--- src/csd_pkg.sv ---
// Package for the clock synthesizer divider control block.
// Assumes a single 100 MHz system clock; all counts derive from it.
`default_nettype none
package csd_pkg;
  // ----------------------------------------
  // Control word layout
  // ----------------------------------------
  localparam int unsigned CSD_HALF_BIT = 15;
  localparam int unsigned CSD_MUL_LSB = 12;
  localparam int unsigned CSD_TAP_LSB = 8;
  localparam logic [2:0] CSD_MUL_RESET = 3'h3;
  localparam logic [2:0] CSD_TAP_RESET = 3'h0;
  localparam logic CSD_HALF_RESET_FAST = 1'h0;
  localparam logic CSD_HALF_RESET_EXT = 1'h1;
  localparam logic [2:0] CSD_TAP_MAX = 3'h6;

  // ----------------------------------------
  // Timing
  // ----------------------------------------
  localparam int unsigned CSD_CLK_MHZ = 100;
  localparam int unsigned CSD_LOCK_TIME_US = 200;
  localparam int unsigned CSD_LOCK_CYCLES = CSD_LOCK_TIME_US * CSD_CLK_MHZ;

  typedef enum logic [1:0] {
    CSD_MODE_FAST = 2'b00,
    CSD_MODE_EXT = 2'b01
  } csd_mode_t;

  // Write request for the frequency control word
  typedef struct packed {
    logic wr;
    logic [15:0] data;
  } csd_wr_t;
endpackage
`default_nettype wire

--- src/csd_toggle_div.sv ---
// One divide-by-two stage with a 50% duty output.
// Assumes an enable pulse train at twice the output rate.
`default_nettype none
module csd_toggle_div (
  input wire logic clock_i, // System clock
  input wire logic rst_n_i, // Synchronised reset, active low
  input wire logic en_i,    // Input edge pulse
  output logic q_o,         // Halved output level
  output logic pulse_o      // Pulse when output falls
);
  always_ff @(posedge clock_i or negedge rst_n_i) begin
    if (!rst_n_i) begin
      q_o <= 1'b0;
    end else if (en_i) begin
      q_o <= ~q_o;
    end
  end
  // Falling output edge clocks the next stage
  always_ff @(posedge clock_i or negedge rst_n_i) begin
    if (!rst_n_i) begin
      pulse_o <= 1'b0;
    end else begin
      pulse_o <= en_i & q_o;
    end
  end
endmodule
`default_nettype wire

--- src/csd_lock_timer.sv ---
// Lock timer: holds lock low for a fixed count after a restart.
// Assumes restart is a one-cycle pulse.
`default_nettype none
module csd_lock_timer #(
  parameter int unsigned CYCLES = csd_pkg::CSD_LOCK_CYCLES
) (
  input wire logic clock_i,   // System clock
  input wire logic rst_n_i,   // Synchronised reset, active low
  input wire logic restart_i, // Start a new lock period
  output logic locked_o       // Timer expired
);
  import csd_pkg::*;
  logic [31:0] count;
  always_ff @(posedge clock_i or negedge rst_n_i) begin
    if (!rst_n_i) begin
      count <= 32'h0;
    end else if (restart_i) begin
      count <= CYCLES[31:0];
    end else if (count != 32'h0) begin
      count <= count - 32'h1;
    end
  end
  always_ff @(posedge clock_i or negedge rst_n_i) begin
    if (!rst_n_i) begin
      locked_o <= 1'b0;
    end else begin
      locked_o <= !restart_i && (count <= 32'h1);
    end
  end
endmodule
`default_nettype wire

--- src/csd_clock_synth.sv ---
// What this block does
// RULE_01 - Fast mode reset gives twice reference
// RULE_02 - Multiplier field gives value plus one
// RULE_03 - Multiplier resets to binary 11
// RULE_04 - Multiplier write drops lock for lock time
// RULE_05 - Halving bit clear divides, set bypasses
// RULE_06 - Tap divides by two to field
// RULE_07 - Fast mode tap seven acts six
// RULE_08 - Halving or tap changes keep lock
// RULE_09 - Tap field resets to zero
// RULE_10 - System clock has 50% duty
// RULE_11 - Software avoids over-frequency settings
// RULE_12 - Slow mode VCO four or two times; no slow mode is modelled here
// RULE_13 - External mode VCO off, input divided
// RULE_14 - External mode divides up to 128
// RULE_15 - External reset: halving one, tap zero
// RULE_16 - External tap seven acts six, immediate
// RULE_17 - External mode ignores multiplier writes
// RULE_18 - Word bits 15, 14:12, 10:8
// RULE_19 - Lock flag low only while relocking
// RULE_20 - Fast clock equals reference times factor
//
// Top of the clock synthesizer frequency control.
// Assumes the reference and external inputs arrive as one-cycle edge
// pulses in the system clock domain; the VCO is modelled by a pulse
// multiplier, so reference rates must stay well under 100 MHz / 16.
`default_nettype none
module csd_clock_synth #(
  parameter int unsigned LOCK_CYCLES = csd_pkg::CSD_LOCK_CYCLES,
  parameter int unsigned REF_PERIOD_MAX = 256
) (
  input wire logic clock_i,                      // 100 MHz system clock
  input wire logic rst_n_i,                      // Async reset, active low
  input wire logic ext_mode_i,                   // Mode strap, high for external
  input wire logic ref_edge_i,                   // Reference rising edge pulse
  input wire logic external_clock_input_pin_i,   // External clock edge pulse
  input wire csd_pkg::csd_wr_t ctl_wr_i,         // Control word write
  output logic [15:0] synthesizer_control_word_o, // Control word readback
  output logic pll_lock_flag_o,                  // Lock status
  output logic vco_on_o,                         // VCO running
  output logic system_clock_output_o             // System clock level
);
  import csd_pkg::*;

  // ----------------------------------------
  // Reset synchroniser
  // ----------------------------------------
  logic rst_meta;
  logic rst_sync;
  always_ff @(posedge clock_i or negedge rst_n_i) begin
    if (!rst_n_i) begin
      rst_meta <= 1'b0;
      rst_sync <= 1'b0;
    end else begin
      rst_meta <= 1'b1;
      rst_sync <= rst_meta;
    end
  end

  // ----------------------------------------
  // Mode strap
  // ----------------------------------------
  // Strap caught on the first cycle after release, then held
  csd_mode_t mode;
  logic strap_done;
  always_ff @(posedge clock_i or negedge rst_sync) begin
    if (!rst_sync) begin
      strap_done <= 1'b0;
    end else begin
      strap_done <= 1'b1;
    end
  end
  always_ff @(posedge clock_i or negedge rst_sync) begin
    if (!rst_sync) begin
      mode <= CSD_MODE_FAST;
    end else if (!strap_done) begin
      mode <= ext_mode_i ? CSD_MODE_EXT : CSD_MODE_FAST;
    end
  end
  // A pin change after the strap cycle is ignored until the next reset
  logic is_ext;
  assign is_ext = (mode == CSD_MODE_EXT);

  // ----------------------------------------
  // Control fields
  // ----------------------------------------
  logic half_bypass;
  logic [2:0] mul;
  logic [2:0] tap;
  logic mul_written;

  // RULE_05 RULE_15 halving reset value
  always_ff @(posedge clock_i or negedge rst_sync) begin
    if (!rst_sync) begin
      half_bypass <= CSD_HALF_RESET_FAST;
    end else if (!strap_done) begin
      half_bypass <= ext_mode_i ? CSD_HALF_RESET_EXT : CSD_HALF_RESET_FAST;
    end else if (ctl_wr_i.wr) begin
      half_bypass <= ctl_wr_i.data[CSD_HALF_BIT];
    end
  end

  // RULE_09 RULE_18 tap field
  always_ff @(posedge clock_i or negedge rst_sync) begin
    if (!rst_sync) begin
      tap <= CSD_TAP_RESET;
    end else if (ctl_wr_i.wr && strap_done) begin
      tap <= ctl_wr_i.data[CSD_TAP_LSB +: 3];
    end
  end

  // RULE_03 RULE_17 multiplier, frozen in external mode
  always_ff @(posedge clock_i or negedge rst_sync) begin
    if (!rst_sync) begin
      mul <= CSD_MUL_RESET;
    end else if (ctl_wr_i.wr && strap_done && !is_ext) begin
      mul <= ctl_wr_i.data[CSD_MUL_LSB +: 3];
    end
  end

  // RULE_04 relock only when the value really changes
  always_ff @(posedge clock_i or negedge rst_sync) begin
    if (!rst_sync) begin
      mul_written <= 1'b0;
    end else begin
      mul_written <= ctl_wr_i.wr && strap_done && !is_ext &&
        (ctl_wr_i.data[CSD_MUL_LSB +: 3] != mul);
    end
  end

  // RULE_18 readback; unused bits in external mode read zero
  logic [15:0] next_word;
  always_comb begin
    next_word = 16'h0000;
    next_word[CSD_HALF_BIT] = half_bypass;
    next_word[CSD_MUL_LSB +: 3] = is_ext ? 3'h0 : mul;
    next_word[CSD_TAP_LSB +: 3] = tap;
  end
  always_ff @(posedge clock_i or negedge rst_sync) begin
    if (!rst_sync) begin
      synthesizer_control_word_o <= 16'h0;
    end else begin
      synthesizer_control_word_o <= next_word;
    end
  end

  // ----------------------------------------
  // Lock tracking
  // ----------------------------------------
  logic lock_done;
  logic lock_restart;
  // RULE_04 lock lost after power-up or multiplier change
  assign lock_restart = mul_written || (strap_done == 1'b0 && rst_sync);
  csd_lock_timer #(
    .CYCLES(LOCK_CYCLES)
  ) u_lock (
    .clock_i(clock_i),
    .rst_n_i(rst_sync),
    .restart_i(lock_restart),
    .locked_o(lock_done)
  );

  // RULE_19 RULE_08 bypassed PLL reads locked
  always_ff @(posedge clock_i or negedge rst_sync) begin
    if (!rst_sync) begin
      pll_lock_flag_o <= 1'b0;
    end else begin
      pll_lock_flag_o <= is_ext ? 1'b1 : lock_done;
    end
  end

  // ----------------------------------------
  // VCO enable
  // ----------------------------------------
  // RULE_13 VCO off in external mode
  always_ff @(posedge clock_i or negedge rst_sync) begin
    if (!rst_sync) begin
      vco_on_o <= 1'b0;
    end else begin
      vco_on_o <= strap_done && !is_ext;
    end
  end

  // ----------------------------------------
  // Period measurement of the reference or external input
  // ----------------------------------------
  // RULE_13 external input takes the place of the reference
  logic meas_edge;
  assign meas_edge = is_ext ? external_clock_input_pin_i : ref_edge_i;
  // Edge train runs in fast mode, and without the VCO in external mode
  logic src_run;
  assign src_run = vco_on_o || (strap_done && is_ext);

  logic [15:0] ref_count;
  logic [15:0] ref_period;
  logic meas_seen;

  // Cycles since the last input edge, saturating
  always_ff @(posedge clock_i or negedge rst_sync) begin
    if (!rst_sync) begin
      ref_count <= 16'h0;
    end else if (meas_edge) begin
      ref_count <= 16'h1;
    end else if (ref_count != 16'(REF_PERIOD_MAX)) begin
      ref_count <= ref_count + 16'h1;
    end
  end

  // First edge only starts the count: the span since reset is no period
  always_ff @(posedge clock_i or negedge rst_sync) begin
    if (!rst_sync) begin
      meas_seen <= 1'b0;
    end else if (meas_edge) begin
      meas_seen <= 1'b1;
    end
  end

  always_ff @(posedge clock_i or negedge rst_sync) begin
    if (!rst_sync) begin
      ref_period <= 16'h0;
    end else if (meas_edge && meas_seen) begin
      ref_period <= ref_count;
    end
  end

  // ----------------------------------------
  // Edge multiplier: VCO in fast mode, doubler in external mode
  // ----------------------------------------
  // RULE_02 RULE_20 two edges per input period per unit of factor
  logic [3:0] factor;
  logic [15:0] vco_inc;
  logic [15:0] vco_sum;
  logic [15:0] vco_acc;
  logic vco_edge;
  // RULE_17 multiplier has no say in external mode
  assign factor = is_ext ? 4'h1 : ({1'b0, mul} + 4'h1);
  assign vco_inc = {11'h0, factor, 1'b0};
  assign vco_sum = vco_acc + vco_inc;

  // Phase accumulator: the edge count per period is exact and the spacing
  // only alternates by one cycle, which keeps the output duty near half.
  // A period shorter than twice the factor loses edges.
  always_ff @(posedge clock_i or negedge rst_sync) begin
    if (!rst_sync) begin
      vco_acc <= 16'h0;
    end else if (!src_run || ref_period == 16'h0) begin
      vco_acc <= 16'h0;
    end else if (vco_sum >= ref_period) begin
      vco_acc <= vco_sum - ref_period;
    end else begin
      vco_acc <= vco_sum;
    end
  end

  always_ff @(posedge clock_i or negedge rst_sync) begin
    if (!rst_sync) begin
      vco_edge <= 1'b0;
    end else begin
      vco_edge <= src_run && (ref_period != 16'h0) && (vco_sum >= ref_period);
    end
  end

  // ----------------------------------------
  // Output path: halving stage then six-stage tap chain
  // ----------------------------------------
  // RULE_13 RULE_15 one edge per half period of the source, either mode
  logic src_edge;
  assign src_edge = vco_edge;

  // RULE_05 RULE_01 halving stage
  logic half_q;
  logic half_pulse;
  csd_toggle_div u_half (
    .clock_i(clock_i),
    .rst_n_i(rst_sync),
    .en_i(src_edge),
    .q_o(half_q),
    .pulse_o(half_pulse)
  );
  logic stage0_edge;
  // Halved path toggles once per two source edges
  assign stage0_edge = half_bypass ? src_edge : (src_edge & half_q);

  // RULE_06 RULE_14 chain of six halving stages
  logic [6:0] chain_edge;
  logic [5:0] chain_q;
  assign chain_edge[0] = stage0_edge;
  genvar gi;
  generate
    for (gi = 0; gi < 6; gi++) begin : g_chain
      csd_toggle_div u_stage (
        .clock_i(clock_i),
        .rst_n_i(rst_sync),
        .en_i(chain_edge[gi]),
        .q_o(chain_q[gi]),
        .pulse_o()
      );
      assign chain_edge[gi+1] = chain_edge[gi] & chain_q[gi];
    end
  endgenerate

  // ----------------------------------------
  // Tap select
  // ----------------------------------------
  // RULE_07 RULE_16 tap seven saturates at six
  logic [2:0] tap_eff;
  assign tap_eff = (tap > CSD_TAP_MAX) ? CSD_TAP_MAX : tap;
  // Tap switches at once; a stage mid-count only shifts the phase
  logic tap_edge;
  always_comb begin
    tap_edge = chain_edge[6];
    case (tap_eff)
      3'h0: tap_edge = chain_edge[0];
      3'h1: tap_edge = chain_edge[1];
      3'h2: tap_edge = chain_edge[2];
      3'h3: tap_edge = chain_edge[3];
      3'h4: tap_edge = chain_edge[4];
      3'h5: tap_edge = chain_edge[5];
      3'h6: tap_edge = chain_edge[6];
      default: tap_edge = chain_edge[6];
    endcase
  end

  // ----------------------------------------
  // Output toggle
  // ----------------------------------------
  // RULE_10 RULE_08 output toggles on selected tap edge, 50% duty
  always_ff @(posedge clock_i or negedge rst_sync) begin
    if (!rst_sync) begin
      system_clock_output_o <= 1'b0;
    end else if (tap_edge) begin
      system_clock_output_o <= ~system_clock_output_o;
    end
  end

  // RULE_12 slow reference mode not modelled; no slow path exists here
  // RULE_11 unsupported settings are the programmer's to avoid
  logic unused_ok;
  assign unused_ok = half_pulse;
endmodule
`default_nettype wire

--- config.mk ---
export PLATFORM = sky130hd
export DESIGN_NAME = csd_clock_synth
export DESIGN_NICKNAME = d
export VERILOG_FILES = /design/src/csd_pkg.sv /design/src/csd_toggle_div.sv /design/src/csd_lock_timer.sv /design/src/csd_clock_synth.sv
export SDC_FILE = /design/constraint.sdc
export NUM_CORES = 1
export LEC_CHECK = 0
export BUFFER_PORTS_ARGS = -buffer_cell sky130_fd_sc_hd__buf_2
export CAP_MARGIN = 20
export CORE_MARGIN = 3
export CORE_UTILIZATION = 45
export CTS_BUF_LIST = sky130_fd_sc_hd__clkbuf_4 sky130_fd_sc_hd__clkbuf_8
export CTS_CLUSTER_DIAMETER = 100
export DETAILED_ROUTE_END_ITERATION = 12
export SETUP_SLACK_MARGIN = 0.5
export SLEW_MARGIN = 5
export SYNTH_ARGS = -nofsm -noshare
export SYNTH_HDL_FRONTEND = slang
export SYNTH_SLANG_ARGS = --single-unit
--- constraint.sdc ---
create_clock -name clock_i -period 4.5 [get_ports clock_i]
set_input_delay 0.675 -clock clock_i [delete_from_list [all_inputs] [get_ports clock_i]]
set_output_delay 0.675 -clock clock_i [all_outputs]
set_load 0.02 [all_outputs]
**Word-level counts from Yosys, hierarchy flattened**

Cells that the tools add are included.

- Muxes and demuxes: 17
- Order comparisons: 3
- Equal/unequal tests: 9
- Reduce and logical (&&, ||, !) cells: 22
- Shift-type cells: 0
- Divide/modulo/power cells: 0
- $add $sub $neg: 5
- Multipliers: 0
- Bitwise operators: 16

Operator list:

| operator | number |
|---|---|
| 16-bit 2-to-1 mux | 4 |
| 32-bit 2-to-1 mux | 2 |
| 32-bit by 1-bit less-or-equal comparator with 1-bit output (second input constant) | 1 |
| 32-bit nonzero test | 1 |
| 32-bit by 1-bit subtractor with 32-bit output (second input constant) | 1 |
| 16-bit by 1-bit adder with 16-bit output (second input constant) | 1 |
| 16-bit by 5-bit adder with 16-bit output | 1 |
| 16-bit >= comparator | 1 |
| 16-bit logical NOT | 1 |
| 16-bit by 9-bit != test with 1-bit output (second input constant) | 1 |
| 16-bit nonzero test | 1 |
| 16-bit subtractor | 1 |
| 1-bit logical AND | 10 |
| 1-bit NOT | 9 |
| 1-bit bitwise AND | 7 |
| 1-bit 2-to-1 mux | 7 |
| 3-bit by 2-bit equality test with 1-bit output (second input constant) | 2 |
| 3-bit equality test (second input constant) | 2 |
| 3-bit 2-to-1 mux | 2 |
| 1-bit one-hot mux with 6 select lines | 1 |
| 3-bit by 1-bit adder with 4-bit output (second input constant) | 1 |
| 4-bit 2-to-1 mux | 1 |
| 2-bit nonzero test | 2 |
| 3-bit by 1-bit equality test with 1-bit output (second input constant) | 1 |
| 7 further kinds | 11 |

- Logic and storage cells: 98
- Register bits: 113
- Output and inout bits: 19
- Input bits: 22
- Latch bits: 0
- RAM bits: 0
- Memories kept: 0
- Memory bits (read-only): 0

**Logic depth before layout (Yosys ltp)**

Gate-level depths: netlist of the first run.

- Word-level depth: 9
- Depth in mapped cells: 17
- Gate-level depth less buffers: 15

**By module**

Synthesis of the first run repeated with hierarchy kept, for this count alone.

- Cell total of the unflattened synthesis: 648
- Area, all modules: 6476.2 um2

By module, submodules not included:

| module | sequential area each (um2) | area an instance (um2) | cells an instance | times used |
|---|---|---|---|---|
| csd_clock_synth | 1804.2 | 4161.5 | 423 | 1 |
| csd_lock_timer | 825.8 | 1850.5 | 197 | 1 |
| csd_toggle_div | 50.0 | 66.3 | 4 | 7 |

**Worst setup path before layout of the first run**

Ideal clock, no wire load.

- Path kind: register to register
- Start point: register rst_sync
- End point: register u_lock.count[27]
- Clock period less this slack: 4.611 ns
- Required time: 4.368 ns
- Setup time: 0.132 ns
- Path buffers: 2
- Cell stages (with the launch flop): 8
- Arrival time: 4.479 ns
- Path slack: -0.111 ns
- Cell sequence: dfrtp_1 -> a2111oi_0 -> and4_1 -> buf_4 -> buf_4 -> a2111oi_2 -> xnor2_1 -> nor2_1

- Longest elaborated chain between the ends: 3
- Elaborated cells between the ends (all ways): 4
- Those cells by class: mux (1); reduce/logical (3)

RTL lines:

| what | RTL line | source |
|---|---|---|
| from (decl) | csd_clock_synth.sv:49 | `logic rst_sync;` |
| from (signal assigned) | csd_clock_synth.sv:56 | `rst_sync <= rst_meta;` |
| 1-bit logical AND * | csd_clock_synth.sv:153 | `assign lock_restart = mul_written \|\| (strap_done == 1'b0 && rst_sync);` |
| 1-bit logical OR * | csd_clock_synth.sv:153 |  |
| 32-bit 2-to-1 mux / 2-bit nonzero test (equally long branches) | -- |  |
| to (signal assigned) | csd_lock_timer.sv:18 | `count <= CYCLES[31:0];` |
| to (signal assigned) | csd_lock_timer.sv:20 | `count <= count - 32'h1;` |
| to (decl) | csd_lock_timer.sv:13 | `logic [31:0] count;` |

Mark *: on every way between the ends. The rest lies on a longest branch, timed or not.
A chain may end at the register's enable or synchronous reset.

**Worst setup path after layout of the first run**

- Start point: register mul[1]
- End point: register vco_acc[10]

- Longest elaborated chain between the ends: 6
- Elaborated cells between the ends (all ways): 7
- Those cells by class: add/sub (3); order compare (1); mux (3)

RTL lines:

| what | RTL line | source |
|---|---|---|
| from (decl) | csd_clock_synth.sv:88 | `logic [2:0] mul;` |
| from (signal assigned) | csd_clock_synth.sv:117 | `mul <= ctl_wr_i.data[CSD_MUL_LSB +: 3];` |
| 3-bit by 1-bit adder with 4-bit output * | csd_clock_synth.sv:236 | `assign factor = is_ext ? 4'h1 : ({1'b0, mul} + 4'h1);` |
| 4-bit 2-to-1 mux * | csd_clock_synth.sv:236 |  |
| 16-bit by 5-bit adder with 16-bit output * | csd_clock_synth.sv:238 | `assign vco_sum = vco_acc + vco_inc;` |
| 16-bit subtractor / 16-bit >= comparator (equally long branches) | csd_clock_synth.sv:249, csd_clock_synth.sv:248 |  |
| 16-bit 2-to-1 mux * | csd_clock_synth.sv:248 | `end else if (vco_sum >= ref_period) begin` |
| 16-bit 2-to-1 mux * | csd_clock_synth.sv:246 | `end else if (!src_run \|\| ref_period == 16'h0) begin` |
| to (signal assigned) | csd_clock_synth.sv:249 | `vco_acc <= vco_sum - ref_period;` |
| to (signal assigned) | csd_clock_synth.sv:251 | `vco_acc <= vco_sum;` |
| to (decl) | csd_clock_synth.sv:233 | `logic [15:0] vco_acc;` |

Marks and branches as above.

==> summary.md, run 1 <==
| Metric | Value |
|---|---|
| IO buf count | `22` |
| Final WS setup | `0.582 ns` |
| CTS H-tree lvls | `3` |
| Initial antenna violation count | `0` |
| # rows | `42` |
| CTS hold repair buffers | `0` |
| Mapped cell area | `6400 µm²` |
| Final hold violation count | `0` |
| Max incr delay on CP | `0.57 ns` |
| CP endpoint kind | `flop` |
| Total number of vias | `5,110` |
| DR WL/cell | `16.5 µm` |
| Fin crit period | `3.92 ns` |
| Worst path top cell family by delay | `compound AO/OA/AOI/OAI gates` |
| Async set-reset flop share out of synthesis | `1.00` |
| DRC viols | `0` |
| Clk_lat worst skew | `0.38 ns` |
| Sw Share | `0.404` |
| HPWL after detailed placement | `9550 µm` |
| Post-route ant nets | `0` |
| Core Area | `13,600 µm²` |
| DRT iter0 DRCs | `404` |
| Flop pwr share | `0.326` |
| Setup Crit Path Kind | `reg2reg` |
| Vias in the first global route | `4,945` |
| Internal power | `0.00234 W` |
| Synth top area share | `0.430` |
| All-Layer GR Usage | `0.183` |
| Die W | `125 µm` |
| Setup TNS | `0 ns` |
| CTS tree | `built` |
| Syn. warnings | `0` |
| Grt total ovfl | `0` |
| Ys flop type | `dfrtp_1` |
| Max Cap Viol | `0` |
| RSZ-0062 raised after global routing | `true` |
| Die height | `125 µm` |
| Pin count of the biggest net entering global routing | `66` |
| Placed cell areas | `6680 µm²` |
| Worst-Margin Slew | `1.00 ns` |
| Net Sw Power | `0.00159 W` |
| Dpl ws | `0.103 ns` |
| Post-synth EDFFs | `0` |
| Clock sink total | `112` |
| Crit-path most repeated cell | `buf_6` |
| Ports | `41` |
| Synth area leader | `dfrtp_1` |
| Max Freq | `255 MHz` |
| P per Cell Area | `522 nW/µm²` |
| Layout cell share with drive strength beyond 1 | `0.248` |
| Crit share post-route | `0.871` |
| CP Data Required Time | `4.81 ns` |
| Leakage | `3.34 nW` |
| Syn Inst Count | `660` |
| Worst Hold Class | `in2async` |
| Clock Tree Buf Depth | `2` |
| Clk slew on worst S/H paths | `0.11 ns` |
| Area Growth Syn to Fin | `17.4%` |
| Fill count | `1,209` |
| Total Wirelength | `14,700 µm` |
| Slew Limit Fails | `0` |
| Sequential fraction of the synthesis area | `0.438` |
| Die ar. | `15,700 µm²` |
| Final setup violation count | `0` |
| ANT cells | `0` |
| Unique cell type count in the Yosys netlist | `60` |
| Status | `completed` |
| RePlAce Congestion | `0.872` |
| TritonRoute pass-1 iters | `5` |
| Global-route wire length before repair | `24,000 µm` |
| Fin area | `7520 µm²` |
| CP arrival | `4.22 ns` |
| Slowest stage cell, crit path | `dfstp_2` |
| CP startpoint kind | `flop` |
| Critical-path cell list | `ha_4 -> xnor2_2 -> nor2_1 -> ha_1 -> a21o_1 -> a21oi_4 -> buf_6 -> buf_6 -> or4_4 -> xnor2_4 -> ha_4 -> a21o_4 -> nor3_4 -> a21o_4 -> buf_6 -> buf_8 -> o21ai_2 -> a21oi_1` |
| Root Driver | `clkbuf_8` |
| Synth Register Bits | `112` |
| Slew HR | `0.332` |
| Gate power share | `0.524` |
| Synth area leaders | `dfrtp_1, ha_1, mux2_2, xor2_1, a21oi_1` |
| Mean post-synth cell area | `9.70 µm²` |
| Initial Util | `0.472` |
| Clock Power Share | `0.150` |
| Post-Route Skew | `0.00882 ns` |
| Max IR drop VDD | `0.344 mV` |
| # nets final | `761` |
| Max Fanout on Critical Path | `6` |
| TritonCTS Buffers | `9` |
| WP buf/inv | `4` |
| DR vias/cell | `5.72` |
## power by group through the flow
| stage | sequential [W] | combinational, W | clock [W] |
|---|---|---|---|
| 2_1_floorplan | 0.00129 | 0.00112 | 0 |
| 3_3_place_gp | 0.00129 | 0.00145 | 0 |
| 3_5_place_dp | 0.00130 | 0.00148 | 0 |
| 4_1_cts | 0.00127 | 0.00163 | 0.000615 |
| 5_1_grt | 0.00130 | 0.00225 | 0.000659 |
| 6_report | 0.00128 | 0.00206 | 0.000587 |
## metal layers
metal / share of wire / wire [µm] / track usage
met1: 0.46 / 6720 / 0.249
met2: 0.49 / 7230 / 0.291
met3: 0.035 / 508 / 0.0362
met4: 0.017 / 257 / 0.0670
met5: 0 / 0 / 0
## state kept, by name (all words and copies together), names as in the netlist
signal and flops:
rst_meta 1, strap_done 1, u_half.q_o 1, ref_period 16
ref_count 16, pll_lock_flag_o 1, synthesizer_control_word_o 7, g_chain.u_stage.q_o 6
src_edge 1, mul_written 1, u_lock.locked_o 1, meas_seen 1
rst_sync 1, system_clock_output_o 1, mul 3, vco_acc 16
tap 3, u_lock.count 32, mode 1, half_bypass 1
vco_on_o 1
## cell families after synthesis
group | share of synthesized area
AOI/OAI and AO/OA | 0.148
DFF | 0.438
buffers and inverters | 0.0455
adders and majority gates | 0.0551
xor gates and xnor gates | 0.0711
other | 0.00117
and+or+nand+nor | 0.198
muxes | 0.0438
## Yosys cell counts, drive strengths merged, types with 3 or more instances
library cell and instances:
and3 7, o211ai 4, o21a 8, o31a 5
a21boi 3, a21o 9, buf 15, dfrtp 110
ha 25, a21oi 45, clkbuf 13, or4 8
nor4 17, o21ai 34, nor2 58, nor2b 3
a211oi 10, o31ai 3, inv 37, or3 13
nand3b 10, or2 12, xor2 27, mux2 24
a31oi 3, nor3 18, nand2b 7, nand2 40
a2111oi 7, nand3 22, xnor2 25, nand4 13
## worst paths after layout
path,cells past startpoint,startpoint,slack (ns),end
worst max-delay path,18,mul[1],0.58,vco_acc[10]
worst min-delay path,1,rst_n_i,0.06,rst_sync
worst max register to register,18,mul[1],0.58,vco_acc[10]
worst min register to register,0,rst_sync,0.36,ref_count[4]
max in group asynchronous,1,rst_sync,2.87,u_lock.count[10]
min in group clock_i,0,rst_meta,0.36,rst_sync
## per-stage QoR
| stage | std cells | utilization | power (W) | hold slack (ns) |
|---|---|---|---|---|
| after floorplan | 669 | - | 0.00241 | 0.331 |
| after global placement | 845 | 0.493 | 0.00274 | 0.338 |
| after detailed placement | 845 | 0.493 | 0.00277 | 0.339 |
| after CTS | 873 | 0.521 | 0.00352 | 0.0227 |
| after global routing | 893 | 0.554 | 0.00421 | 0.0239 |
| final | 893 | 0.554 | 0.00392 | 0.0569 |
## cell usage in the layout (no fill, tap or decap), types with 4 or more instances in the layout
cell type	Yosys	routed
o21ai_2	0	4
buf_6	0	7
o211ai_1	4	4
a2111oi_0	4	4
mux2_2	24	24
nand2_1	40	35
nand4_1	12	12
conb_1	2	11
inv_1	37	37
nand3_1	20	19
or4_4	5	6
a211oi_1	8	7
buf_4	12	28
or3_1	13	12
nor3_1	18	16
o21a_1	8	8
buf_2	2	22
ha_1	25	13
a21oi_1	44	40
ha_4	0	10
a21o_1	9	7
xnor2_1	25	22
nand2b_1	7	7
and3_1	7	7
clkbuf_8	0	10
or2_2	12	10
dfrtp_1	110	108
nor2_1	57	56
o21ai_0	32	27
xor2_1	27	26
nor4_1	15	14
o31a_1	5	5
nand3b_1	10	10
## final cells by class
class	count	area, µm²	area share
well taps	176	220	0.0293
repair buffers	60	459	0.0611
inverters	37	139	0.0185
multi-input cells	492	3700	0.492
clock inverters	6	50.0	0.00666
flip-flops and latches	112	2810	0.374
clock buffers	10	138	0.0183
## worst reg2reg max path, stage by stage, from the launching register on
cell	delay, ns
dfstp_2	0.57
ha_4	0.14
xnor2_2	0.10
nor2_1	0.06
ha_1	0.30
a21o_1	0.17
a21oi_4	0.09
buf_6	0.14
buf_6	0.11
or4_4	0.57
xnor2_4	0.22
ha_4	0.24
a21o_4	0.24
nor3_4	0.23
a21o_4	0.20
buf_6	0.13
buf_8	0.12
o21ai_2	0.05
a21oi_1	0.15
## timing repair
item	in CTS	in global routing
gates cloned	0	2
setup endpoints to repair	17	17
resized for setup	20	58
pin swaps	11	45
setup buffers	12	18
No activity file was read; power rests on OpenSTA's default activity.
==> run 2, diff against run 1 <==
--- a/config.mk
+++ b/config.mk
@@ -9,7 +9,7 @@
 export CAP_MARGIN = 20
 export CORE_MARGIN = 3
 export CORE_UTILIZATION = 45
-export CTS_BUF_LIST = sky130_fd_sc_hd__clkbuf_4 sky130_fd_sc_hd__clkbuf_8
+export CTS_BUF_LIST = sky130_fd_sc_hd__clkbuf_4
 export CTS_CLUSTER_DIAMETER = 100
 export DETAILED_ROUTE_END_ITERATION = 12
 export SETUP_SLACK_MARGIN = 0.5
==> summary.md, run 2 (same netlist as run 1, synthesis figures left out) <==
| Metric | Value |
|---|---|
| Initial Util | `0.472 (unchanged)` |
| RSZ-0062 raised after global routing | `true` |
| Max reg flops | `32 (unchanged)` |
| Root Driver | `clkbuf_4` |
| Vias in the first global route | `4,966 (+0.42%)` |
| GRT met2 Usage | `0.295 (+0.00443)` |
| Setup Crit Path Kind | `reg2reg` |
| P per Cell Area | `495 nW/µm² (-5.1%)` |
| Global-route wire length before repair | `24,100 µm (+0.32%)` |
| HPWL after detailed placement | `9550 µm (unchanged)` |
| Clock sink total | `112 (unchanged)` |
| Pin count of the biggest net entering global routing | `66 (unchanged)` |
| GRT Max-Usage Layer | `met2` |
| All-Layer GR Usage | `0.183 (about the same)` |
| Max Freq | `254 MHz (-0.54%)` |
| CTS H-tree lvls | `3 (unchanged)` |
| DR vias/cell | `5.73 (about the same)` |
| Max Cap Viol | `0 (unchanged)` |
| Final setup violation count | `0 (unchanged)` |
| Clk slew on worst S/H paths | `0.17 ns (+0.06 ns)` |
| Layout cell share with drive strength beyond 1 | `0.231 (-0.0169)` |
| DRT iter0 DRCs | `373 (-7.7%)` |
| CTS tree | `built` |
| Worst Hold Class | `reg2async` |
| Clock Tree Buf Depth | `2 (unchanged)` |
| Total Wirelength | `14,500 µm (-1.5%)` |
| Post-Route Skew | `0.0152 ns (+0.00643 ns)` |
| Die ar. | `15,700 µm² (unchanged)` |
| Commonest non-fill, non-tap cell in the layout | `dfrtp_1` |
| Multi-input logic area | `3660 µm² (-1.1%)` |
| Die height | `125 µm (unchanged)` |
| # rows | `42 (unchanged)` |
| Worst-Margin Slew | `0.979 ns (-0.0232 ns)` |
| Total number of vias | `5,073 (-0.72%)` |
| Max Fanout on Critical Path | `6 (unchanged)` |
| DP Cell Count | `845 (unchanged)` |
| Biggest register | `u_lock.count` |
| Most frequent cells in the layout | `dfrtp_1, nor2_1, a21oi_1` |
| Fin cells | `886 (-0.78%)` |
| Register Area | `2810 µm² (unchanged)` |
| Die W | `125 µm (unchanged)` |
| CP Data Required Time | `4.90 ns (+0.09 ns)` |
| DRC viols | `0 (unchanged)` |
| Slew Limit Fails | `0 (unchanged)` |
| Slew HR | `0.347 (+0.0155)` |
| Crit share post-route | `0.875 (+0.00476)` |
| Met3 global-route usage | `0.0358 (-0.000426)` |
| IO buf count | `22 (unchanged)` |
| CP startpoint kind | `flop` |
| Setup TNS | `0 ns (unchanged)` |
| TritonCTS Buffers | `9 (unchanged)` |
| Core Area | `13,600 µm² (unchanged)` |
| Status | `completed` |
| CP arrival | `4.34 ns (+0.12 ns)` |
| Clk_lat worst skew | `0.49 ns (+0.11 ns)` |
| Met1 usage | `0.248 (-0.00110)` |
| Fill count | `1,218 (+0.74%)` |
| Ports | `41 (unchanged)` |
| Final hold violation count | `0 (unchanged)` |
| # nets final | `753 (-1.1%)` |
| Area Growth Syn to Fin | `14.4%` |
| RePlAce Congestion | `0.872 (unchanged)` |
| Fin crit period | `3.94 ns (+0.0214 ns)` |
| TritonRoute pass-1 iters | `4 (-1)` |
| Max IR drop VDD | `0.315 mV (-8.5%)` |
| CP endpoint kind | `flop` |
| Grt total ovfl | `0 (unchanged)` |
| Post-route ant nets | `0 (unchanged)` |
| DR WL/cell | `16.4 µm (-0.72%)` |
| Initial antenna violation count | `1 (+1)` |
| Leakage | `3.25 nW (-2.6%)` |
[run 2: final cells by class]
type / count / area share
Multi-Input combinational cell: 492 / 0.500
Timing Repair Buffer: 52 / 0.0509
Antenna cell: 1 / 0.000342
Sequential cell: 112 / 0.384
Clock buffer: 9 / 0.00922
Inverter: 37 / 0.0190
Clock inverter: 7 / 0.00734
Tap cell: 176 / 0.0301
[run 2: worst max-delay path: stages (launching register included)]
cell	delay, ns
dfstp_2	0.60
ha_4	0.20
nor2b_4	0.13
ha_4	0.26
a21o_1	0.10
a21o_1	0.17
a21oi_4	0.10
buf_6	0.15
o21a_1	0.18
or2_4	0.24
ha_4	0.30
nand2_4	0.06
a2111o_1	0.33
a31o_4	0.28
a21o_4	0.24
or3_4	0.34
o211ai_1	0.21
[run 2: timing repair]
item / 4_1_cts / 5_1_grt
hold buffers: 1 / 0
hold endpoints to repair: 2 / 0
pin swaps: 12 / 35
buffers inserted: 12 / 10
setup endpoints to repair: 17 / 17
gates cloned: 0 / 1
resized for setup: 20 / 46
[run 2: final timing paths]
check                           startpoint      endpoint  slack (ns)  cells after the start
worst min register to register    rst_sync  ref_count[4]        0.36                      0
worst max-delay path                mul[0]   vco_acc[15]        0.56                     16
min in group clock_i              rst_meta      rst_sync        0.37                      0
max in group asynchronous         rst_sync       mode[0]        2.85                      1
worst max register to register      mul[0]   vco_acc[15]        0.56                     16
worst min-delay path              rst_sync  ref_count[4]        0.36                      0
[run 2: stage by stage]
step / hold WS (ns) / power (W) / setup WS (ns) / instance area [µm²] / utilization
global route: 0.355 / 0.00390 / 0.403 / 7330 / 0.540
global placement: 0.338 / 0.00274 / 0.124 / 6680 / 0.493
finish: 0.355 / 0.00363 / 0.561 / 7330 / 0.540
CTS: 0.367 / 0.00340 / 0.506 / 7000 / 0.517
detailed placement: 0.339 / 0.00277 / 0.103 / 6680 / 0.493
floorplan: 0.331 / 0.00241 / 0.511 / 6450 / -
[run 2: metal layers]
| metal | part of all wire | vias to the layer above |
|---|---|---|
| li1 | - | 2429 |
| met1 | 0.46 | 2525 |
| met2 | 0.50 | 98 |
| met3 | 0.032 | 21 |
| met4 | 0.014 | 0 |
| met5 | 0 | - |
[run 2: report_power, final]
group	internal, W	total (W)	leakage, nW	switching (W)
Clock	0.000120	0.000474	0.0663	0.000354
Combinational	0.000848	0.00188	1.73	0.00103
Sequential	0.00114	0.00128	1.45	0.000135
